===== src/logic/sdmux_pkg.sv =====
// shared constants and types for the two-wire controlled card clock multiplexer
package sdmux_pkg;
  localparam logic [6:0] SLAVE_ADDR_RST = 7'h00;
  localparam logic [7:0] SEL_CODE_A     = 8'h00;
  localparam logic [7:0] SEL_CODE_B     = 8'hff;
  localparam logic       SEL_RST        = 1'b0;
  localparam int         SYNC_STAGES    = 3;
  localparam int         ADDR_POS       = 1;
  localparam int         RW_POS         = 0;
  localparam logic [3:0] ACK_BIT_CNT    = 4'h8;

  typedef enum logic [2:0] {
    ST_IDLE,
    ST_ADDR,
    ST_ACK_ADDR,
    ST_DATA,
    ST_ACK_DATA,
    ST_IGNORE
  } slave_state_t;
endpackage

===== src/logic/line_event_if.sv =====
// carries synchronised bus lines and their decoded events between modules
interface line_event_if;
  logic scl;
  logic sda;
  logic scl_rise;
  logic scl_fall;
  logic start_ev;
  logic stop_ev;

  modport src
  (
    output scl,
    output sda,
    output scl_rise,
    output scl_fall,
    output start_ev,
    output stop_ev
  );
  modport dst
  (
    input scl,
    input sda,
    input scl_rise,
    input scl_fall,
    input start_ev,
    input stop_ev
  );
endinterface


===== src/logic/line_sync.sv =====
// three-stage pin synchroniser and edge / start / stop detection for the two-wire bus
module line_sync
(
  input  wire logic   mclk,
  input  wire logic   rstn,
  input  wire logic   scl_i,
  input  wire logic   sda_i,
  line_event_if.src   ev
);
  // lines idle high, so reset to released level
  logic [sdmux_pkg::SYNC_STAGES-1:0] scl_q;
  logic [sdmux_pkg::SYNC_STAGES-1:0] sda_q;
  logic                              scl_st_q;
  logic                              sda_st_q;

  always_ff @(posedge mclk or negedge rstn)
  begin
    if (!rstn)
    begin
      scl_q <= '1;
      sda_q <= '1;
    end
    else
    begin
      scl_q <= {scl_q[sdmux_pkg::SYNC_STAGES-2:0], scl_i};
      sda_q <= {sda_q[sdmux_pkg::SYNC_STAGES-2:0], sda_i};
    end
  end

  // a change counts only once stages two and three agree
  always_ff @(posedge mclk or negedge rstn)
  begin
    if (!rstn)
    begin
      scl_st_q <= 1'b1;
      sda_st_q <= 1'b1;
    end
    else
    begin
      if (scl_q[1] == scl_q[2])
        scl_st_q <= scl_q[2];
      if (sda_q[1] == sda_q[2])
        sda_st_q <= sda_q[2];
    end
  end

  logic scl_new;
  logic sda_new;
  assign scl_new     = (scl_q[1] == scl_q[2]) ? scl_q[2] : scl_st_q;
  assign sda_new     = (sda_q[1] == sda_q[2]) ? sda_q[2] : sda_st_q;
  assign ev.scl      = scl_st_q;
  assign ev.sda      = sda_st_q;
  assign ev.scl_rise = !scl_st_q && scl_new;
  assign ev.scl_fall = scl_st_q && !scl_new;
  // data moving while the clock stays high marks start or stop
  assign ev.start_ev = scl_st_q && scl_new && sda_st_q && !sda_new;
  assign ev.stop_ev  = scl_st_q && scl_new && !sda_st_q && sda_new;
endmodule


===== src/logic/sd_clock_mux.sv =====
// two-wire slave that steers the host card clock to card a or card b
// Summary of operation
// (RQ1) host card clock goes to exactly one card output, chosen by last byte
// (RQ2) only the card clock is switched; data lines bypass this block
// (RQ3) acts as two-wire slave with a seven bit address
// (RQ4) master opens with start, seven address bits, then direction bit
// (RQ5) matching address is acknowledged right after the direction bit
// (RQ6) master then sends one selection byte
// (RQ7) selection byte is acknowledged with a second acknowledge
// (RQ8) master ends each transaction with stop
// (RQ9) byte 00 selects card a, byte ff selects card b; status follows
// (RQ10) a dedicated status output shows the current selection continuously
// (RQ11) bus pins only pulled low or released, never driven high
// (RQ12) demonstrated address is 00h
// (RQ13) address mismatch: no acknowledge, rest ignored, selection kept
// (RQ14) selection holds between transactions; resets to card a
module sd_clock_mux
#(
  parameter logic [6:0] SLAVE_ADDR = sdmux_pkg::SLAVE_ADDR_RST
)
(
  input  wire logic mclk,
  input  wire logic rstn,
  input  wire logic scl_i,
  output wire logic scl_o,
  output wire logic scl_oe_n,
  input  wire logic sda_i,
  output wire logic sda_o,
  output wire logic sda_oe_n,
  input  wire logic host_card_clock_in,
  output wire logic card_a_clock_out,
  output wire logic card_b_clock_out,
  output wire logic sel_status
);
  line_event_if ev ();

  line_sync u_sync
  (
    .mclk  (mclk),
    .rstn  (rstn),
    .scl_i (scl_i),
    .sda_i (sda_i),
    .ev    (ev)
  );

  sdmux_pkg::slave_state_t state_q;
  logic [3:0]              bit_cnt_q;
  logic [7:0]              shift_q;
  logic                    sel_q;
  logic                    sda_low_q;

  // every byte takes eight rising clocks before its ninth, acknowledge slot
  always_ff @(posedge mclk or negedge rstn)
  begin
    if (!rstn)
    begin
      state_q   <= sdmux_pkg::ST_IDLE;
      bit_cnt_q <= 4'h0;
      shift_q   <= 8'h00;
    end
    else if (ev.start_ev)
    begin
      // repeated start restarts the address phase
      state_q   <= sdmux_pkg::ST_ADDR; // RQ4
      bit_cnt_q <= 4'h0;
    end
    else if (ev.stop_ev)
    begin
      state_q <= sdmux_pkg::ST_IDLE; // RQ8
    end
    else
    begin
      case (state_q)
        sdmux_pkg::ST_ADDR,
        sdmux_pkg::ST_DATA:
        begin
          if (ev.scl_rise)
          begin
            shift_q   <= {shift_q[6:0], ev.sda}; // RQ3
            bit_cnt_q <= bit_cnt_q + 4'h1;
          end
          if (ev.scl_fall && bit_cnt_q == sdmux_pkg::ACK_BIT_CNT)
          begin
            bit_cnt_q <= 4'h0;
            if (state_q == sdmux_pkg::ST_DATA)
              state_q <= sdmux_pkg::ST_ACK_DATA; // RQ7
            // only a write to our address is taken; reads are not served
            else if (shift_q[7:sdmux_pkg::ADDR_POS] == SLAVE_ADDR
                     && !shift_q[sdmux_pkg::RW_POS])
              state_q <= sdmux_pkg::ST_ACK_ADDR; // RQ5
            else
              state_q <= sdmux_pkg::ST_IGNORE; // RQ13
          end
        end
        sdmux_pkg::ST_ACK_ADDR:
        begin
          if (ev.scl_fall)
            state_q <= sdmux_pkg::ST_DATA; // RQ6
        end
        sdmux_pkg::ST_ACK_DATA:
        begin
          // further bytes are also acknowledged, the last one wins
          if (ev.scl_fall)
            state_q <= sdmux_pkg::ST_DATA;
        end
        sdmux_pkg::ST_IGNORE:
        begin
          state_q <= sdmux_pkg::ST_IGNORE; // RQ13
        end
        default:
        begin
          state_q <= state_q;
        end
      endcase
    end
  end

  // selection updates only on a fully received byte of a matching write
  always_ff @(posedge mclk or negedge rstn)
  begin
    if (!rstn)
      sel_q <= sdmux_pkg::SEL_RST; // RQ14
    else if (state_q == sdmux_pkg::ST_DATA && !ev.start_ev && !ev.stop_ev && ev.scl_fall
             && bit_cnt_q == sdmux_pkg::ACK_BIT_CNT)
    begin
      if (shift_q == sdmux_pkg::SEL_CODE_A)
        sel_q <= 1'b0; // RQ9
      else if (shift_q == sdmux_pkg::SEL_CODE_B)
        sel_q <= 1'b1; // RQ9
    end
  end

  // acknowledge held low across the whole ninth clock
  always_ff @(posedge mclk or negedge rstn)
  begin
    if (!rstn)
      sda_low_q <= 1'b0;
    else if (ev.start_ev || ev.stop_ev)
      sda_low_q <= 1'b0;
    else if (ev.scl_fall)
      sda_low_q <= bit_cnt_q == sdmux_pkg::ACK_BIT_CNT
                   && (state_q == sdmux_pkg::ST_DATA
                       || (state_q == sdmux_pkg::ST_ADDR
                           && shift_q[7:sdmux_pkg::ADDR_POS] == SLAVE_ADDR
                           && !shift_q[sdmux_pkg::RW_POS])); // RQ5 RQ7 RQ13
  end

  assign sda_o    = 1'b0; // RQ11
  assign sda_oe_n = !sda_low_q; // RQ11
  // no clock stretching: the serial clock is never pulled
  assign scl_o    = 1'b0; // RQ11
  assign scl_oe_n = 1'b1; // RQ11

  // combinational gating keeps the card clock free of sampling jitter;
  // a selection change may clip one card clock pulse
  assign card_a_clock_out = host_card_clock_in & !sel_q; // RQ1 RQ2
  assign card_b_clock_out = host_card_clock_in & sel_q; // RQ1 RQ2
  assign sel_status       = sel_q; // RQ10
endmodule


===== config.mk =====
export PLATFORM = sky130hd
export DESIGN_NAME = sd_clock_mux
export DESIGN_NICKNAME = d
export VERILOG_FILES = /design/src/logic/sdmux_pkg.sv /design/src/logic/line_event_if.sv /design/src/logic/line_sync.sv /design/src/logic/sd_clock_mux.sv
export SDC_FILE = /design/constraint.sdc
export NUM_CORES = 1
export LEC_CHECK = 0
export BUFFER_PORTS_ARGS = -buffer_cell sky130_fd_sc_hd__buf_2
export CAP_MARGIN = 20
export CORE_UTILIZATION = 25
export DETAILED_ROUTE_END_ITERATION = 12
export PLACE_DENSITY_LB_ADDON = 0.25
export RECOVER_POWER = 100
export SLEW_MARGIN = 20
export SYNTH_ARGS = -nofsm -noshare
export SYNTH_HDL_FRONTEND = slang
export SYNTH_HIERARCHICAL = 1
export SYNTH_SLANG_ARGS = --single-unit

===== constraint.sdc =====
create_clock -name mclk -period 2.3 [get_ports mclk]
set_clock_uncertainty 0.2 [all_clocks]
set_input_delay 0.345 -clock mclk [delete_from_list [all_inputs] [get_ports mclk]]
set_output_delay 0.345 -clock mclk [all_outputs]
set_load 0.005 [all_outputs]

======== Word level (Yosys, flattened, before mapping) ========
Index checks and enable logic that the tools add are counted.
word-level totals
  input bits .............................. 5
  bits in latches ......................... 0
  memory bits (read-only) ................. 0
  logic and storage cells ................. 84
  bits in writable memories ............... 0
  memories ................................ 0
  register bits ........................... 25
  output and inout port bits .............. 7
operators by class
  $lt $le $gt $ge ......................... 0
  div/mod/pow operators ................... 0
  multiply operators ...................... 0
  mux-type cells .......................... 18
  bitwise operators ....................... 4
  reductions and logical operators ........ 40
  $add $sub $neg .......................... 1
  equal/unequal tests ..................... 12
  shift operators ......................... 0
operator list
  operator                                              number
  two-way mux 4 bit                                     5
  two-way mux 3 bit                                     6
  logical AND 1 bit                                     16
  logical NOT 1 bit                                     9
  one-hot mux 3 bit (3 select lines)                    1
  equality test 8 bit (second input constant)           1
  logical NOT 8 bit                                     1
  logical NOT 7 bit                                     1
  equality test 3 x 2 -> 1 bit (second input constant)  2
  equality test 3 bit (second input constant)           2
  two-way mux 1 bit                                     6
  AND reduction 3 bit                                   2
  nonzero test 2 bit                                    3
  nonzero test 5 bit                                    1
  adder 4 x 1 -> 4 bit (second input constant)          1
  equality test 4 bit (second input constant)           1
  != test 4 x 1 -> 1 bit (second input constant)        1
  != test 4 bit (second input constant)                 1
  AND reduction 4 bit                                   1
  OR reduction 2 bit                                    2
  equality test 3 x 1 -> 1 bit (second input constant)  1
  nonzero test 3 bit                                    1
  bitwise AND 1 bit                                     2
  equality test 1 bit                                   2
  other kinds (4)                                       6

======== Logic depth before layout (Yosys ltp) ========
  word-level depth ........................ 11
  depth in mapped cells ................... 7
  mapped depth without buffers ............ 6

======== Cells and area by module ========
Netlist, hierarchy kept.
modules (own cells, without submodules)
  module        instances  area an instance (um2)  sequential area each (um2)  cells each
  sd_clock_mux  1          974.7                   425.4                       94
  line_sync     1          277.8                   210.2                       17

======== Worst setup path after synthesis ========
Ideal clock, no wire load.
  path type ............................... flip-flop to flip-flop
  start ................................... reg u_sync/scl_q[1] (netlist name)
  end ..................................... reg shift_q[1]
  cell stages (with the launch flop) ...... 6
  buffers on the path ..................... 0
  slack ................................... 142 ps
  period minus slack after synthesis ...... 2158 ps
  required time ........................... 1975 ps
  arrival time ............................ 1834 ps
  setup time .............................. 125 ps
  path through ............................ dfstp_2 o21ai_2 nor4b_2 nor2_1 nand3_2 mux2_2
between the ends
  longest elaborated chain between the ends .. 7
  elaborated cells on any way between the ends .. 11
  those cells by class .................... eq/ne: 1; mux: 1; bitwise: 2; reduce/logical: 7
RTL lines
  item                                  RTL line            source
  start, declared                       line_sync.sv:11     logic [sdmux_pkg::SYNC_STAGES-1:0] scl_q;
  start signal, assigned                line_sync.sv:25     scl_q <= {scl_q[sdmux_pkg::SYNC_STAGES-2:0], scl_i};
  equality test 1 bit                   line_sync.sv:49     assign scl_new = (scl_q[1] == scl_q[2]) ? scl_q[2] : scl_st_q;
  two-way mux 1 bit                     line_sync.sv:49
  logical AND 1 bit (3 in series)       line_sync.sv:56     assign ev.start_ev = scl_st_q && scl_new && sda_st_q && !sda_new;
  named net ev.start_ev                 line_event_if.sv:7  logic start_ev;
  NOT 1 bit (no source line)            --
  AND reduction 4 bit (no source line)  --
  end signal, assigned                  sd_clock_mux.sv:79  shift_q <= {shift_q[6:0], ev.sda};
  end, declared                         sd_clock_mux.sv:48  logic [7:0] shift_q;
The timed path passes the listed nets, and every way through them passes these cells.
A chain may end at the register's enable or synchronous reset.

======== Worst setup path after layout ========
  start ................................... reg u_sync.scl_st_q (netlist: u_sync/ev.scl)
  end ..................................... reg bit_cnt_q[3]
between the ends
  longest elaborated chain between the ends .. 8
  elaborated cells on any way between the ends .. 19
  those cells by class .................... eq/ne: 1; mux: 5; reduce/logical: 13
RTL lines
  item                    RTL line            source
  start, declared         line_sync.sv:13     logic scl_st_q;
  start signal, assigned  line_sync.sv:41     scl_st_q <= scl_q[2];
  two-way mux 1 bit       line_sync.sv:49
  logical NOT 1 bit       line_sync.sv:54     assign ev.scl_fall = scl_st_q && !scl_new;
  logical AND 1 bit (*)   line_sync.sv:54
  named net ev.scl_fall   line_event_if.sv:6  logic scl_fall;
  logical AND 1 bit (*)   sd_clock_mux.sv:82  if (ev.scl_fall && bit_cnt_q == sdmux_pkg::ACK_BIT_CNT)
  two-way mux 4 bit       sd_clock_mux.sv:82
  two-way mux 4 bit       sd_clock_mux.sv:73  case (state_q)
  two-way mux 4 bit       sd_clock_mux.sv:67  else if (ev.stop_ev)
  two-way mux 4 bit       sd_clock_mux.sv:61  else if (ev.start_ev)
  end signal, assigned    sd_clock_mux.sv:80  bit_cnt_q <= bit_cnt_q + 4'h1;
  end, declared           sd_clock_mux.sv:47  logic [3:0] bit_cnt_q;
The timed path passes the listed nets; every way through them passes the cells marked *. The select of a mux whose other input is x is not followed.

==> flow_summary_export.csv <==
group,metric,value,unit
place,placement.io_buffers,8,
critical_path,crit_path_end,"bit_cnt_q[3]",
timing,worst_slew_pin_slew,1.36,ns
timing,hold_violations,0,
critical_path,cp_max_fo,8,
floorplanning,chipWidth,72.8,um
timing,report.final.setup_viol,0,
synthesis,synthCells,111,
timing,fin_setup_tns,0,ns
critical_path,worst_setup_path_startpoint,"u_sync/ev.scl",
clock_tree,clk-insertion-delay-late,0.27,ns
job,maxCapViolCount,0,
final_layout,design.final.nets,132,
critical_path,setup.worst_path.class,"flip-flop to flip-flop",
synthesis,synth.cell_area,0.00125,mm^2
critical_path,critPathArrivalTime,2.08,ns
outcome,outcome,"complete, no violations",
final_layout,fin_cells,191,
critical_path,crit-reg2reg-capture,"bit_cnt_q[3]",
pwr,irDropWorstVdd,0.491,mV
final_layout,fraction_of_layout_cells_with_a_size_suffix_above_1,23.4,%
synthesis,synth_compound_gate_area_share,11.5,%
timing,rsz0062_at_grt,"false",
critical_path,slowest_delay,0.58,ns
synthesis,synth_fa_ha_area_share,3.60,%
global_route,antenna_found_initial,0,
route,final_antenna_net_count,0,
route,met3_wire_len,71,um
clock_tree,clock_pin_slew_of_the_registers_on_the_worst_case_setup_and_hold_paths,0.09,ns
synthesis,synth_simple_gate_area_share,17.8,%
synthesis,synth_flop_cell,"sky130_fd_sc_hd__dfrtp_1",
timing,max-slew-margin-rel,9.38,%
route,highest_layer,"met4",
global_route,global_route.usage.total,9.46,%
timing,final_max_slew_viol_count,0,
timing,min_period,2.08,ns
final_layout,multiInputGateArea,539,um^2
route,finalWirelength,2.10,mm
global_route,grt_max_degree,26,
clock_tree,numClockSinks,25,
critical_path,timing.critical_path.required,2.30,ns
final_layout,nFillCells,492,
synthesis,synth_seq_area_share,50.7,%
synthesis,synth_async_sr_flop_share,100,%
global_route,grt_pass1_wl,3.93,mm
route,detailroute.wirelength.met2,954,um
final_layout,synthToLayoutAreaGrowth,13.0,%
global_route,grt_remaining_overflow,0,
floorplanning,die_height,72.8,um
floorplanning,top_level_ports,12,
clock_tree,buffers_inserted_by_post_cts_timing_repair,0,
clock_tree,cts-htree-levels,1,
route,route.layer.met1.wl,1.07,mm
clock_tree,cts_buffer_depth,2,
synthesis,synth.ff_latch_count,25,
route,avgRoutedWirePerCell,11.0,um
worst_hold_path,timing.hold.worst_path_depth,0,
critical_path,timing.reg2reg.worst_path_depth,5,
floorplanning,rows,25,
synthesis,dominant_combinational_cell_family_by_area_after_synthesis,"simple AND/OR/NAND/NOR gates",
timing,timing.fmax,481,MHz
floorplanning,initial_utilization,26.2,%
clock_tree,clk_root_buffer_cell,"sky130_fd_sc_hd__clkbuf_8",
synthesis,post_synth_xor_area_fraction,0.699,%
timing,fin_crit_sh,90.4,%
route,drt-pass1-iter-count,4,
floorplanning,design.core.area,0.00479,mm^2
clock_tree,cts_tree,"done",
critical_path,setup.reg_to_reg.worst_slack,0.22,ns
synthesis,post_synth_num_cell_types,42,
critical_path,startpoint_of_the_most_critical_register_to_register_path,"u_sync/ev.scl",
synthesis,synth_warnings,6,
route,detail_route.vias_per_cell,4.27,
critical_path,cp_slowest_cell,"sky130_fd_sc_hd__dfstp_1",
route,drt_first_iter_violations,14,
critical_path,category_of_the_worst_setup_path_launch_point,"flip-flop",
synthesis,synthesis.area_per_instance,11.3,um^2
critical_path,crit_path_end_kind,"flip-flop",
clock_tree,cts_buffers,3,
synthesis,muxShareOfSynthArea,9.59,%
critical_path,timing.critical_path.cells,"nor3b_2, and4b_2, o21ai_2, or3_1, a21oi_1",
place,dp.cells,184,
place,dpl.hpwl,1.51,mm
global_route,via_count_of_the_first_global_routing_pass,840,
final_layout,insertedDiodeCount,0,
route,dr_total_vias,816,
route,drcViolationCount,0,
worst_hold_path,worst_hold_path_type,"flip-flop to flip-flop",
final_layout,sequential_cell_area,636,um^2
place,finalWeightedCongestion,0.750,
pwr,total_leakage_power,0.000609,uW
floorplanning,floorplan.die_area,0.00530,mm^2
pwr,power_density,575,mW/mm^2
synthesis,synth_edf_count,0,
## Yosys cell counts (all sizes together), types with 3 or more instances
master / number / share of area [%]
mux2i: 3 / 2.4
inv: 6 / 1.8
buf: 6 / 3.7
a21oi: 5 / 2.0
nand4: 3 / 1.5
nor2: 6 / 1.8
nand3: 3 / 1.6
dfstp: 8 / 17
o21ai: 4 / 2.8
nand2: 9 / 2.7
mux2: 8 / 7.2
dfrtp: 17 / 34
a21boi: 3 / 1.8
## placed cells by master (no fill, tap or decap), types with 2 or more instances in the layout
cell type,netlist,final
sky130_fd_sc_hd__a21boi_1,2,2
sky130_fd_sc_hd__a21oi_1,5,5
sky130_fd_sc_hd__and2_1,2,2
sky130_fd_sc_hd__buf_2,1,5
sky130_fd_sc_hd__buf_4,4,2
sky130_fd_sc_hd__clkbuf_1,0,4
sky130_fd_sc_hd__clkbuf_8,0,3
sky130_fd_sc_hd__conb_1,2,3
sky130_fd_sc_hd__dfrtp_1,17,17
sky130_fd_sc_hd__dfstp_1,0,3
sky130_fd_sc_hd__dfstp_2,8,5
sky130_fd_sc_hd__dlygate4sd3_1,0,3
sky130_fd_sc_hd__ha_1,2,2
sky130_fd_sc_hd__inv_1,6,6
sky130_fd_sc_hd__maj3_1,2,2
sky130_fd_sc_hd__mux2_1,2,2
sky130_fd_sc_hd__mux2_2,6,6
sky130_fd_sc_hd__mux2i_1,3,3
sky130_fd_sc_hd__nand2_1,9,9
sky130_fd_sc_hd__nand3_1,2,2
sky130_fd_sc_hd__nand4_1,3,3
sky130_fd_sc_hd__nor2_1,6,6
sky130_fd_sc_hd__nor2b_1,2,2
sky130_fd_sc_hd__nor3_1,2,2
sky130_fd_sc_hd__nor3b_2,0,2
sky130_fd_sc_hd__nor4_1,2,2
sky130_fd_sc_hd__o211ai_1,2,2
sky130_fd_sc_hd__o21ai_2,1,2
sky130_fd_sc_hd__or3_1,2,2
## worst max-delay path: cells and delay by family, from the launching register on
family / cells / cell delay, ns
compound gates: 2 / 0.25
simple gates: 3 / 0.97
flops: 1 / 0.58
## cells by family (layout without fill, tap and decap cells)
logic type,count (synthesis),in the layout
multiplexers,11,11
XOR/XNOR,1,1
other,2,3
AO/OA/AOI/OAI,19,19
flip-flops,25,25
adder cells (fa/ha/maj),4,4
buffers and inverters,12,24
AND/OR/NAND/NOR,37,37
## where the power goes
| group | internal, uW | switching [uW] | leakage, uW | total, uW |
|---|---|---|---|---|
| clock | 123 | 141 | 0.0000217 | 264 |
| combinational | 30.3 | 40.3 | 0.000268 | 70.6 |
| sequential | 461 | 17.7 | 0.000320 | 478 |
| total | 614 | 199 | 0.000609 | 813 |
## final cells by class
cell class	count	area share [%]
Sequential cell	25	44.9
Multi-Input combinational cell	75	38.1
Timing Repair Buffer	14	6.01
Tap cell	67	5.92
Clock buffer	3	2.92
Inverter	6	1.59
Clock inverter	1	0.531
## through the flow
| stage | cell area, um^2 | utilization [%] | hold slack (ns) | power [uW] | worst slack (ns) |
|---|---|---|---|---|---|
| floorplan | 1260 | - | -0.151 | 535 | 0.142 |
| global placement | 1360 | 28.3 | 0.146 | 558 | 0.188 |
| detailed placement | 1360 | 28.3 | 0.148 | 560 | 0.0907 |
| CTS | 1440 | 30.0 | 0.162 | 836 | 0.0577 |
| global route | 1420 | 29.6 | 0.175 | 858 | 0.0631 |
| finish | 1420 | 29.6 | 0.166 | 813 | 0.220 |
## registers in the layout (all words and copies together), names as in the netlist
signal and count:
u_sync/scl_q 3, shift_q 8, u_sync/sda_q 3, sda_low_q 1, u_sync/ev.scl 1, bit_cnt_q 4
u_sync/ev.sda 1, sel_status 1, state_q 3
## what timing repair did
action                     CTS  global route
hold buffers                 3             0
setup endpoints to repair    0             6
gates resized for setup      0             2
hold endpoints to repair    19             0
## layer usage
metal  vias up  track usage, %
li1        409               -
met4         0            3.27
met5         -               0
met2        15            14.4
met1       390            13.0
met3         2            2.49
## worst min-delay path by stage
stage	from	end	slack [ns]
floorplan	rstn	bit_cnt_q[0]	-0.15
global placement	u_sync/scl_q[0]	u_sync/scl_q[1]	0.15
detailed placement	u_sync/scl_q[0]	u_sync/scl_q[1]	0.15
CTS	u_sync/scl_q[0]	u_sync/scl_q[1]	0.16
global route	u_sync/sda_q[0]	u_sync/sda_q[1]	0.17
finish	u_sync/scl_q[0]	u_sync/scl_q[1]	0.17
No activity file was read; power rests on OpenSTA's default activity.
